==> src/design/flex_clock_defines.svh <==
/*
  Register indices, field positions and reset values of the flexible
  master-clock configuration block.
  Assumes a byte address of four times the index on the register bus.
*/
`ifndef FLEX_CLOCK_DEFINES_SVH
`define FLEX_CLOCK_DEFINES_SVH

// Register indices (byte address = 4 x index)
`define IDX_E1_CORR_LO     10'h091
`define IDX_E1_CORR_HI     10'h092
`define IDX_T1_CORR_LO     10'h094
`define IDX_T1_CORR_HI     10'h095
`define IDX_PLL_IN_DIV     10'h096
`define IDX_PLL_FB_DIV     10'h097
`define IDX_E1_RX_DIV      10'h098
`define IDX_T1_RX_DIV      10'h099
`define IDX_MISC_CTL       10'h0A0

// Field positions
`define CORR_HI_NIB_MSB    3
`define E1HI_PHS_CTL_A     7
`define E1HI_PHS_DIR       6
`define E1HI_PHS_SW        5
`define E1HI_FLEX_EN       4
`define T1HI_DVM_MSB       7
`define T1HI_DVM_LSB       5
`define PLLM_RANGE_LOW     7
`define PLLM_MSB           4
`define PLLN_MSB           5
`define RXDIV_FIXED_ONE    7
`define RXDIV_SIX_MSB      6
`define RXDIV_SIX_LSB      4
`define RXDIV_INT_MSB      3
`define MISC_HOST_SEL_MSB  1
`define MISC_PORT_PHS_X    2
`define MISC_PORT_PHS_R    3

// Reset values
`define RST_BYTE           8'h00
`define RST_RXDIV          7'h00
`define RST_HOST_SEL       2'h0

// Bus answers
`define RESP_OKAY          2'h0
`define RESP_SLVERR        2'h2

`endif

==> src/design/flex_clock_pkg.sv <==
/*
  Types of the flexible master-clock configuration block.
  Assumes the constants of flex_clock_defines.svh for field layout.
*/
package flex_clock_pkg;

  // Configuration presented to the clock datapath
  typedef struct packed {
    logic        flex_en;
    logic [1:0]  host_interface_select;
    logic        phase_decoder_ctl_a;
    logic        phase_decoder_direction;
    logic        phase_decoder_switch;
    logic        port_phase_ctl_x;
    logic        port_phase_ctl_r;
    logic [4:0]  pll_input_factor;
    logic [5:0]  pll_feedback_factor;
    logic [2:0]  e1_rx_sixths;
    logic [3:0]  e1_rx_integer;
    logic [2:0]  t1_rx_sixths;
    logic [3:0]  t1_rx_integer;
    logic [11:0] e1_freq_correction;
    logic [11:0] t1_freq_correction;
  } clk_cfg_t;

  // Receiver divider field pair
  typedef struct packed {
    logic [2:0] sixths;
    logic [3:0] integ;
  } rx_div_t;

endpackage : flex_clock_pkg

==> src/design/flexible_master_clock_pll_config.sv <==
/*
  Flexible master-clock configuration registers with an AXI4-Lite slave.
  Holds PLL divider factors, receiver dividers and correction values and
  issues a PLL reset pulse on PLL divider writes in flexible async mode.
  Assumes one clock, a synchronous active-low reset and a master that
  keeps at most one write and one read under way.
*/
// Behaviour
// - T1 correction: 12-bit, low byte plus nibble
// - Legacy T1 divider mode stored, no effect
// - Legacy range-low flag stored, no effect
// - PLL divider write resets PLL in flexible async
// - Input divider factor in bits 4:0
// - Feedback divider factor in low bits
// - PLL output is mclk times 4(N+1)/(M+1)
// - E1 correction by rounding formula, 12288
// - T1 correction by same rounding formula
// - E1 receiver divider: one, sixths, integer
// - T1 receiver divider with same layout
// - Fixed mode ignores dividers and corrections
// - E1 correction: nibble plus companion byte
`timescale 1ns/100ps
`include "flex_clock_defines.svh"

module flexible_master_clock_pll_config #(
  parameter int ADDR_W = 12
) (
  // Clock and reset
  input  wire logic                      aclk,
  input  wire logic                      aresetn,
  // AXI4-Lite write address
  input  wire logic [ADDR_W-1:0]         s_axi_awaddr,
  input  wire logic [2:0]                s_axi_awprot,
  input  wire logic                      s_axi_awvalid,
  output      logic                      s_axi_awready,
  // AXI4-Lite write data
  input  wire logic [31:0]               s_axi_wdata,
  input  wire logic [3:0]                s_axi_wstrb,
  input  wire logic                      s_axi_wvalid,
  output      logic                      s_axi_wready,
  // AXI4-Lite write response
  output      logic [1:0]                s_axi_bresp,
  output      logic                      s_axi_bvalid,
  input  wire logic                      s_axi_bready,
  // AXI4-Lite read address
  input  wire logic [ADDR_W-1:0]         s_axi_araddr,
  input  wire logic [2:0]                s_axi_arprot,
  input  wire logic                      s_axi_arvalid,
  output      logic                      s_axi_arready,
  // AXI4-Lite read data
  output      logic [31:0]               s_axi_rdata,
  output      logic [1:0]                s_axi_rresp,
  output      logic                      s_axi_rvalid,
  input  wire logic                      s_axi_rready,
  // Clock datapath side
  output      flex_clock_pkg::clk_cfg_t  clk_cfg,
  output      logic                      pll_reset
);

  // Bus state
  logic                 aw_hold_q;
  logic [ADDR_W-1:0]    awaddr_q;
  logic                 w_hold_q;
  logic [7:0]           wbyte_q;
  logic                 wlane_q;
  logic                 awready_q;
  logic                 wready_q;
  logic                 bvalid_q;
  logic [1:0]           bresp_q;
  logic                 arready_q;
  logic                 rvalid_q;
  logic [31:0]          rdata_q;
  logic [1:0]           rresp_q;

  // Register contents
  logic [7:0]           e1_lo_q;
  logic [3:0]           e1_hi_q;
  logic                 phs_ctl_a_q;
  logic                 phs_dir_q;
  logic                 phs_sw_q;
  logic                 flex_en_q;
  logic [7:0]           t1_lo_q;
  logic [3:0]           t1_hi_q;
  logic [2:0]           dvm_q;
  logic                 range_low_q;
  logic [4:0]           pll_m_q;
  logic [5:0]           pll_n_q;
  flex_clock_pkg::rx_div_t e1_rx_q;
  flex_clock_pkg::rx_div_t t1_rx_q;
  logic [1:0]           host_sel_q;
  logic                 port_phs_x_q;
  logic                 port_phs_r_q;
  logic [11:0]          e1_corr_q;
  logic [11:0]          t1_corr_q;
  flex_clock_pkg::clk_cfg_t cfg_q;
  logic                 pll_reset_q;

  // Decode
  logic                 aw_fire;
  logic                 w_fire;
  logic                 ar_fire;
  logic                 wr_do;
  logic                 wr_en;
  logic [ADDR_W-3:0]    wr_idx;
  logic [ADDR_W-3:0]    rd_idx;
  logic                 wr_hit;
  logic                 rd_hit;
  logic [7:0]           rd_byte;

  assign aw_fire = s_axi_awvalid && awready_q;
  assign w_fire  = s_axi_wvalid && wready_q;
  assign ar_fire = s_axi_arvalid && arready_q;
  assign wr_do   = aw_hold_q && w_hold_q && !bvalid_q;
  assign wr_idx  = awaddr_q[ADDR_W-1:2];
  assign rd_idx  = s_axi_araddr[ADDR_W-1:2];
  assign wr_en   = wr_do && wlane_q;

  function automatic logic is_mapped(input logic [ADDR_W-3:0] idx);
    case (idx)
      (ADDR_W-2)'(`IDX_E1_CORR_LO), (ADDR_W-2)'(`IDX_E1_CORR_HI),
      (ADDR_W-2)'(`IDX_T1_CORR_LO), (ADDR_W-2)'(`IDX_T1_CORR_HI),
      (ADDR_W-2)'(`IDX_PLL_IN_DIV), (ADDR_W-2)'(`IDX_PLL_FB_DIV),
      (ADDR_W-2)'(`IDX_E1_RX_DIV),  (ADDR_W-2)'(`IDX_T1_RX_DIV),
      (ADDR_W-2)'(`IDX_MISC_CTL):   is_mapped = 1'b1;
      default:                      is_mapped = 1'b0;
    endcase
  endfunction : is_mapped

  assign wr_hit = is_mapped(wr_idx);
  assign rd_hit = is_mapped(rd_idx);

  // Write address capture; held until the response is taken
  always_ff @(posedge aclk) begin
    if (!aresetn) begin
      aw_hold_q <= 1'b0;
      awaddr_q  <= '0;
      awready_q <= 1'b1;
    end else if (aw_fire) begin
      aw_hold_q <= 1'b1;
      awaddr_q  <= s_axi_awaddr;
      awready_q <= 1'b0;
    end else if (wr_do) begin
      aw_hold_q <= 1'b0;
    end else if (bvalid_q && s_axi_bready) begin
      awready_q <= 1'b1;
    end
  end

  // Write data capture; only the low byte lane carries a register
  always_ff @(posedge aclk) begin
    if (!aresetn) begin
      w_hold_q <= 1'b0;
      wbyte_q  <= `RST_BYTE;
      wlane_q  <= 1'b0;
      wready_q <= 1'b1;
    end else if (w_fire) begin
      w_hold_q <= 1'b1;
      wbyte_q  <= s_axi_wdata[7:0];
      wlane_q  <= s_axi_wstrb[0];
      wready_q <= 1'b0;
    end else if (wr_do) begin
      w_hold_q <= 1'b0;
    end else if (bvalid_q && s_axi_bready) begin
      wready_q <= 1'b1;
    end
  end

  // Write response once both halves are in
  always_ff @(posedge aclk) begin
    if (!aresetn) begin
      bvalid_q <= 1'b0;
      bresp_q  <= `RESP_OKAY;
    end else if (wr_do) begin
      bvalid_q <= 1'b1;
      bresp_q  <= wr_hit ? `RESP_OKAY : `RESP_SLVERR;
    end else if (bvalid_q && s_axi_bready) begin
      bvalid_q <= 1'b0;
    end
  end

  // Correction values and mode flags
  always_ff @(posedge aclk) begin
    if (!aresetn) begin
      e1_lo_q     <= `RST_BYTE;
      e1_hi_q     <= '0;
      phs_ctl_a_q <= 1'b0;
      phs_dir_q   <= 1'b0;
      phs_sw_q    <= 1'b0;
      flex_en_q   <= 1'b0;
      t1_lo_q     <= `RST_BYTE;
      t1_hi_q     <= '0;
      dvm_q       <= '0;
    end else if (wr_en) begin
      unique case (wr_idx)
        (ADDR_W-2)'(`IDX_E1_CORR_LO): e1_lo_q <= wbyte_q;
        (ADDR_W-2)'(`IDX_E1_CORR_HI): begin
          e1_hi_q     <= wbyte_q[`CORR_HI_NIB_MSB:0];
          phs_ctl_a_q <= wbyte_q[`E1HI_PHS_CTL_A];
          phs_dir_q   <= wbyte_q[`E1HI_PHS_DIR];
          phs_sw_q    <= wbyte_q[`E1HI_PHS_SW];
          flex_en_q   <= wbyte_q[`E1HI_FLEX_EN];
        end
        (ADDR_W-2)'(`IDX_T1_CORR_LO): t1_lo_q <= wbyte_q;
        (ADDR_W-2)'(`IDX_T1_CORR_HI): begin
          t1_hi_q <= wbyte_q[`CORR_HI_NIB_MSB:0];
          dvm_q   <= wbyte_q[`T1HI_DVM_MSB:`T1HI_DVM_LSB];
        end
        default: ;
      endcase
    end
  end

  // PLL and receiver divider factors, host mode bits
  always_ff @(posedge aclk) begin
    if (!aresetn) begin
      range_low_q  <= 1'b0;
      pll_m_q      <= '0;
      pll_n_q      <= '0;
      e1_rx_q      <= `RST_RXDIV;
      t1_rx_q      <= `RST_RXDIV;
      host_sel_q   <= `RST_HOST_SEL;
      port_phs_x_q <= 1'b0;
      port_phs_r_q <= 1'b0;
    end else if (wr_en) begin
      unique case (wr_idx)
        (ADDR_W-2)'(`IDX_PLL_IN_DIV): begin
          range_low_q <= wbyte_q[`PLLM_RANGE_LOW];
          pll_m_q     <= wbyte_q[`PLLM_MSB:0];
        end
        (ADDR_W-2)'(`IDX_PLL_FB_DIV): pll_n_q <= wbyte_q[`PLLN_MSB:0];
        (ADDR_W-2)'(`IDX_E1_RX_DIV):
          e1_rx_q <= wbyte_q[`RXDIV_SIX_MSB:0];
        (ADDR_W-2)'(`IDX_T1_RX_DIV):
          t1_rx_q <= wbyte_q[`RXDIV_SIX_MSB:0];
        (ADDR_W-2)'(`IDX_MISC_CTL): begin
          host_sel_q   <= wbyte_q[`MISC_HOST_SEL_MSB:0];
          port_phs_x_q <= wbyte_q[`MISC_PORT_PHS_X];
          port_phs_r_q <= wbyte_q[`MISC_PORT_PHS_R];
        end
        default: ;
      endcase
    end
  end

  // Committed corrections: the high byte write takes the staged low
  // byte along, so the datapath never sees half of an update.
  always_ff @(posedge aclk) begin
    if (!aresetn) begin
      e1_corr_q <= '0;
      t1_corr_q <= '0;
    end else if (wr_en) begin
      if (wr_idx == (ADDR_W-2)'(`IDX_E1_CORR_HI)) begin
        e1_corr_q <= {wbyte_q[`CORR_HI_NIB_MSB:0], e1_lo_q};
      end
      if (wr_idx == (ADDR_W-2)'(`IDX_T1_CORR_HI)) begin
        t1_corr_q <= {wbyte_q[`CORR_HI_NIB_MSB:0], t1_lo_q};
      end
    end
  end

  // Mode decided before the write lands; bit 1 of the select low means
  // the asynchronous host interface.
  always_ff @(posedge aclk) begin
    if (!aresetn) begin
      pll_reset_q <= 1'b0;
    end else begin
      pll_reset_q <= wr_en && flex_en_q && !host_sel_q[1] &&
                     (wr_idx == (ADDR_W-2)'(`IDX_PLL_IN_DIV) ||
                      wr_idx == (ADDR_W-2)'(`IDX_PLL_FB_DIV));
    end
  end

  // Datapath view; the PLL forms mclk x 4(N+1)/(M+1) from these factors
  always_ff @(posedge aclk) begin
    if (!aresetn) begin
      cfg_q <= '0;
    end else begin
      cfg_q.flex_en                 <= flex_en_q;
      cfg_q.host_interface_select   <= host_sel_q;
      cfg_q.phase_decoder_ctl_a     <= phs_ctl_a_q;
      cfg_q.phase_decoder_direction <= phs_dir_q;
      cfg_q.phase_decoder_switch    <= phs_sw_q;
      cfg_q.port_phase_ctl_x        <= port_phs_x_q;
      cfg_q.port_phase_ctl_r        <= port_phs_r_q;
      cfg_q.pll_input_factor    <= flex_en_q ? pll_m_q : '0;
      cfg_q.pll_feedback_factor <= flex_en_q ? pll_n_q : '0;
      cfg_q.e1_rx_sixths        <= flex_en_q ? e1_rx_q.sixths : '0;
      cfg_q.e1_rx_integer       <= flex_en_q ? e1_rx_q.integ : '0;
      cfg_q.t1_rx_sixths        <= flex_en_q ? t1_rx_q.sixths : '0;
      cfg_q.t1_rx_integer       <= flex_en_q ? t1_rx_q.integ : '0;
      cfg_q.e1_freq_correction  <= flex_en_q ? e1_corr_q : '0;
      cfg_q.t1_freq_correction  <= flex_en_q ? t1_corr_q : '0;
    end
  end

  // Read mux; low bytes read back as written, not as committed
  always_comb begin
    rd_byte = 8'h00;
    unique case (rd_idx)
      (ADDR_W-2)'(`IDX_E1_CORR_LO): rd_byte = e1_lo_q;
      (ADDR_W-2)'(`IDX_E1_CORR_HI):
        rd_byte = {phs_ctl_a_q, phs_dir_q, phs_sw_q, flex_en_q, e1_hi_q};
      (ADDR_W-2)'(`IDX_T1_CORR_LO): rd_byte = t1_lo_q;
      (ADDR_W-2)'(`IDX_T1_CORR_HI): rd_byte = {dvm_q, 1'b0, t1_hi_q};
      (ADDR_W-2)'(`IDX_PLL_IN_DIV): rd_byte = {range_low_q, 2'h0, pll_m_q};
      (ADDR_W-2)'(`IDX_PLL_FB_DIV): rd_byte = {2'h0, pll_n_q};
      (ADDR_W-2)'(`IDX_E1_RX_DIV):  rd_byte = {1'b1, e1_rx_q};
      (ADDR_W-2)'(`IDX_T1_RX_DIV):  rd_byte = {1'b1, t1_rx_q};
      (ADDR_W-2)'(`IDX_MISC_CTL):
        rd_byte = {4'h0, port_phs_r_q, port_phs_x_q, host_sel_q};
      default: rd_byte = 8'h00;
    endcase
  end

  // Read channel: answer one cycle after the address is taken
  always_ff @(posedge aclk) begin
    if (!aresetn) begin
      arready_q <= 1'b1;
      rvalid_q  <= 1'b0;
      rdata_q   <= 32'h0000_0000;
      rresp_q   <= `RESP_OKAY;
    end else if (ar_fire) begin
      arready_q <= 1'b0;
      rvalid_q  <= 1'b1;
      rdata_q   <= {24'h00_0000, rd_byte};
      rresp_q   <= rd_hit ? `RESP_OKAY : `RESP_SLVERR;
    end else if (rvalid_q && s_axi_rready) begin
      arready_q <= 1'b1;
      rvalid_q  <= 1'b0;
    end
  end

  assign s_axi_awready = awready_q;
  assign s_axi_wready  = wready_q;
  assign s_axi_bvalid  = bvalid_q;
  assign s_axi_bresp   = bresp_q;
  assign s_axi_arready = arready_q;
  assign s_axi_rvalid  = rvalid_q;
  assign s_axi_rdata   = rdata_q;
  assign s_axi_rresp   = rresp_q;
  assign clk_cfg       = cfg_q;
  assign pll_reset     = pll_reset_q;

endmodule : flexible_master_clock_pll_config

==> config.mk <==
export PLATFORM = sky130hd
export DESIGN_NAME = flexible_master_clock_pll_config
export DESIGN_NICKNAME = d
export VERILOG_FILES = /design/src/design/flex_clock_pkg.sv /design/src/design/flexible_master_clock_pll_config.sv
export VERILOG_INCLUDE_DIRS = /design/src /design/src/design
export SDC_FILE = /design/constraint.sdc
export NUM_CORES = 1
export LEC_CHECK = 0
export ABC_AREA = 1
export CORE_MARGIN = 2
export CORE_UTILIZATION = 35
export DETAILED_ROUTE_END_ITERATION = 10
export DONT_BUFFER_PORTS = 1
export PLACE_DENSITY_LB_ADDON = 0.2
export SYNTH_ARGS = -nofsm -noshare
export SYNTH_HDL_FRONTEND = slang
export SYNTH_SLANG_ARGS = --single-unit
==> constraint.sdc <==
create_clock -name aclk -period 4.19 [get_ports aclk]
set_input_delay 1.0475 -clock aclk [delete_from_list [all_inputs] [get_ports aclk]]
set_output_delay 1.0475 -clock aclk [all_outputs]
set_load 0.005 [all_outputs]
# Yosys cells after proc, flatten, opt, wreduce, memory -nomap -nowiden
# Index checks and enable logic that the tools add are counted.
# op_classes
reduce_logical	34
n_div	0
add_sub_neg	0
eq_ne	20
mul	0
n_bitwise	0
muxes	18
n_shift	0
magnitude_cmp	0
# op_table
operator	n
equality test 10 x 8 -> 1 bit (second input constant)	18
one-hot mux 8 bit (9 select lines)	1
AND reduction 2 bit	12
OR reduction 9 bit	2
2-to-1 mux 1 bit	15
nonzero test 2 bit	6
logical AND 1 bit	11
2-to-1 mux 2 bit	2
inequality test 2 bit (second input constant)	2
zero test 1 bit	2
logical OR 1 bit	1
# totals
ram_bits	0
word_cells	122
rom_bits	0
regBits	183
latchBits	0
mem_count	0
input_bits	73

# Longest topological paths before layout
# depth
ltp_word	6
ltp_mapped	11

# Worst setup path before layout
# OpenSTA, ideal clock, no wires.
# synth_timing
path_type	in2reg
from	input s_axi_araddr[11]
to	register rdata_q[1], in the netlist s_axi_rdata[1]
path_slack_ps	2165
t_arrival_ps	1954
path_stages	10
setup_ps	70
path_cell_list	nor2_2 -> nand2_1 -> inv_1 -> buf_4 -> nand3_1 -> nand2_1 -> nor2_1 -> nand3_1 -> nand2_1 -> a21oi_1
# synth_between
elab_chain_cells	2
# synth_rtl
element	line	rtl
start: declaration	flexible_master_clock_pll_config.sv:46	input wire logic [ADDR_W-1:0] s_axi_araddr,
equality test 10 x 8 -> 1 bit	flexible_master_clock_pll_config.sv:299	unique case (rd_idx)
one-hot mux 8 bit (9 select lines) (*)	flexible_master_clock_pll_config.sv:299	
end signal: assignment	flexible_master_clock_pll_config.sv:325	rdata_q <= {24'h00_0000, rd_byte};
end: declaration	flexible_master_clock_pll_config.sv:72	logic [31:0] rdata_q;
# Every way passes the cells marked *; elsewhere a longest branch is shown, timed or not.
# A chain may end at the register's enable or synchronous reset.

# Worst setup path after layout
# layout_timing
from	input s_axi_araddr[11]
to	register rdata_q[6], in the netlist s_axi_rdata[6]
# The elaborated chain is that of the path after synthesis.

==> key figures <==
Worst setup path
  – Crit path capture type: register
  – FF-to-FF End: e1_corr_q[1]
  – Crit path DAT: 2.84 ns
  – Crit-path max FO: 11
  – Critical path startpoint category: primary input
  – Worst r2r path cells: 6
  – Critical setup path kind: primary input to register
  – CP required: 4.55 ns
  – Reg2reg start: awaddr_q[11]
  – Flop2flop setup slack: 2.15 ns

Run status
  – Outcome: finished, final reports clean

Synth
  – Syn avg cell area: 7.96 um^2
  – FF+latch count, synth: 171
  – Netlist Area Pre-Place: 0.00667 mm^2
  – Library cells used by synthesis: 30
  – Cells after Synth: 838
  – Seq/Total Area, Yosys: 51.3%
  – Yosys Warn Count: 0

Floorplanning
  – Core area: 0.0187 mm^2
  – Chip height: 142 um
  – Starting Density: 35.7%
  – Die area: 0.0202 mm^2
  – Std-Cell Rows: 50
  – Ports: 172
  – Die span in x: 142 um

Power and ir drop
  – Cell Pwr Density: 469 mW/mm^2
  – P_leak: 0.00288 uW
  – Worst vdd ir: 287 uV

CTS
  – Setup Buffers After CTS: 0
  – CTS tree: yes
  – Max clock buf depth: 2
  – Reg clk slew, reported paths: 0.07 ns
  – H-tree levels: 4
  – CTS sink count: 171
  – Clk root buf: clkbuf_16
  – Num CTS Buffers: 17
  – Hold buffer count at cts: 0
  – Latest clock arrival within the worst-skew pair: 0.43 ns
  – Resized cells post-CTS: 0

Cells and area
  – Finished Cell Area: 0.00730 mm^2
  – Share of cells above drive strength 1: 9.58%
  – Reg area: 0.00342 mm^2
  – Multi-input gate area: 0.00252 mm^2
  – Final non-filler cell total: 1069
  – Post-layout util: 39.0%
  – Nets@finish: 895
  – ANT cells: 0
  – Commonest cells after routing, fill and taps aside: 171 x dfxtp_1, 107 x a21oi_1, 106 x inv_1, 93 x nand2_1, 91 x nor2_1
  – Fillers: 1912
  – Layout area overhead: 9.43%
  – Commonest non-fill, non-tap cell in the layout: dfxtp_1

Placed design
  – Cell Count Post-Placement: 1037
  – Port Buf Inserts: 0
  – Post-DP HPWL: 12300 um
  – Gp weighted congestion: 0.885
  – Dpl cell area: 0.00669 mm^2

GRT
  – First-pass GRT wire length: 27200 um
  – Total grt overflow: 0
  – Gr usage total: 17.8%
  – Pin count of the biggest net entering global routing: 110
  – Initial antenna violation count: 0
  – Vias in the first global route: 4743

STA
  – Max-slew headroom: 31.6%
  – Setup TNS: 0 ns
  – Fin crit share: 59.1%
  – Fin Hold WS: 0.421 ns
  – Final Setup Violations: 0
  – Setup Skew: 0.00896 ns
  – Hold Fails Final Rpt: 0
  – Worst Tran Pin Value: 1.02 ns
  – F_max: 404 MHz
  – RSZ-0062 raised after global routing: no
  – Pins Over Slew Limit: 0
  – Min Clock Period, post-route: 2.47 ns

Drt
  – Post-DR wirelength/cell: 16.4 um
  – Via density: 4.77
  – DRC Markers: 0
  – Detailed Route Iter0 Violations: 286
  – WL final: 17500 um
  – Antenna-violating nets left: 0
  – Vias: 5102
  – Drt pass-1 iters: 5

Flow run
  – Max-capacitance violation count: 0

Hold path
  – Hold wc startpoint: t1_corr_q[3]
  – Hold Path End: clk_cfg[3]
  – Worst hold path depth: 2
  – Worst min path class: register to register
-- per-layer routing --
| layer | vias up | share of wire (%) | global-route usage [%] |
|---|---|---|---|
| li1 | 2606 | - | - |
| met1 | 2328 | 47 | 23.2 |
| met2 | 145 | 46 | 28.5 |
| met3 | 23 | 5.6 | 4.51 |
| met4 | 0 | 2.2 | 6.47 |
| met5 | - | 0 | 0 |
-- how the worst max path moves through the flow --
stage | slack (ns) | startpoint | cells after the start | endpoint
floorplan | 2.17 | s_axi_araddr[11] | 10 | s_axi_rdata[1]
global placement | 1.37 | s_axi_araddr[11] | 9 | s_axi_rdata[6]
detailed placement | 1.35 | s_axi_araddr[11] | 9 | s_axi_rdata[6]
CTS | 1.80 | s_axi_araddr[11] | 9 | s_axi_rdata[6]
global route | 1.50 | s_axi_araddr[11] | 9 | s_axi_rdata[4]
finish | 1.72 | s_axi_araddr[11] | 9 | s_axi_rdata[6]
-- synth_stat cells --
| master | number | share of area [%] |
|---|---|---|
| buf_6 | 4 | 0.67 |
| nor2_1 | 91 | 5.1 |
| clkinv_1 | 2 | 0.11 |
| o211ai_1 | 1 | 0.11 |
| o21ai_0 | 80 | 6.0 |
| inv_1 | 106 | 6.0 |
| nand3_2 | 4 | 0.60 |
| nor3_1 | 1 | 0.075 |
| nor3_2 | 5 | 0.75 |
| a21oi_1 | 107 | 8.0 |
| inv_2 | 9 | 0.51 |
| nor4_1 | 2 | 0.19 |
| nor3_4 | 4 | 0.98 |
| nor2_8 | 2 | 0.60 |
| nor2_4 | 7 | 1.2 |
| nand2_4 | 2 | 0.34 |
| nand3b_1 | 1 | 0.11 |
| dfxtp_1 | 171 | 51 |
| clkbuf_1 | 20 | 1.1 |
| a21oi_2 | 2 | 0.26 |
| o21ai_1 | 25 | 1.9 |
| conb_1 | 1 | 0.056 |
| nand2_2 | 6 | 0.56 |
| buf_4 | 32 | 3.6 |
| o21ai_2 | 1 | 0.13 |
| nor2_2 | 5 | 0.47 |
| nand4_1 | 1 | 0.094 |
| nand2_1 | 94 | 5.3 |
| nand3_1 | 46 | 3.5 |
| buf_2 | 6 | 0.45 |
-- stage by stage --
step / power, uW / worst slack (ns)
global route: 3550 / 1.50
floorplan: 1820 / 2.17
detailed placement: 1830 / 1.35
CTS: 3460 / 1.80
global placement: 1830 / 1.37
finish: 3430 / 1.72
-- layout make-up --
| type | count | share of cell area (%) |
|---|---|---|
| flip-flops and latches | 171 | 46.9 |
| multi-input cells | 513 | 34.5 |
| clock buffers | 20 | 6.12 |
| inverters | 117 | 6.01 |
| well taps | 234 | 4.01 |
| clock inverters | 12 | 2.23 |
| repair buffers | 2 | 0.206 |
-- sequential cells by signal, indices dropped and copies added (netlist names), 5 cells and up --
name         flops
e1_lo_q          8
clk_cfg         57
t1_lo_q          8
t1_corr_q        8
e1_corr_q        8
wbyte_q          8
s_axi_rdata      8
t1_rx_q          7
e1_rx_q          7
awaddr_q        10
pll_n_q          6
pll_m_q          5
-- cells by family (layout without fill, tap and decap cells) --
logic type	after synthesis	in the layout	share of synthesized area, %
AOI/OAI and AO/OA	216	216	16.4
buffers and inverters	179	151	12.4
DFF	171	171	51.3
other	1	26	0.0562
and+or+nand+nor	271	271	19.8
-- report_power, final --
part	switching [uW]	total (uW)	internal [uW]
registers	19.2	1670	1650
logic	92.3	123	30.4
clock network	672	1640	964
-- critical path, stage by stage --
cell and delay (ns):
nor2_2 0.18, nand2_1 0.07, nor2_1 0.70, nand2_1 0.29
o21ai_0 0.23, inv_1 0.06, nand2_1 0.09, nand2_1 0.05
a21oi_1 0.11
Note: power is estimated with default switching activity, not from simulation.
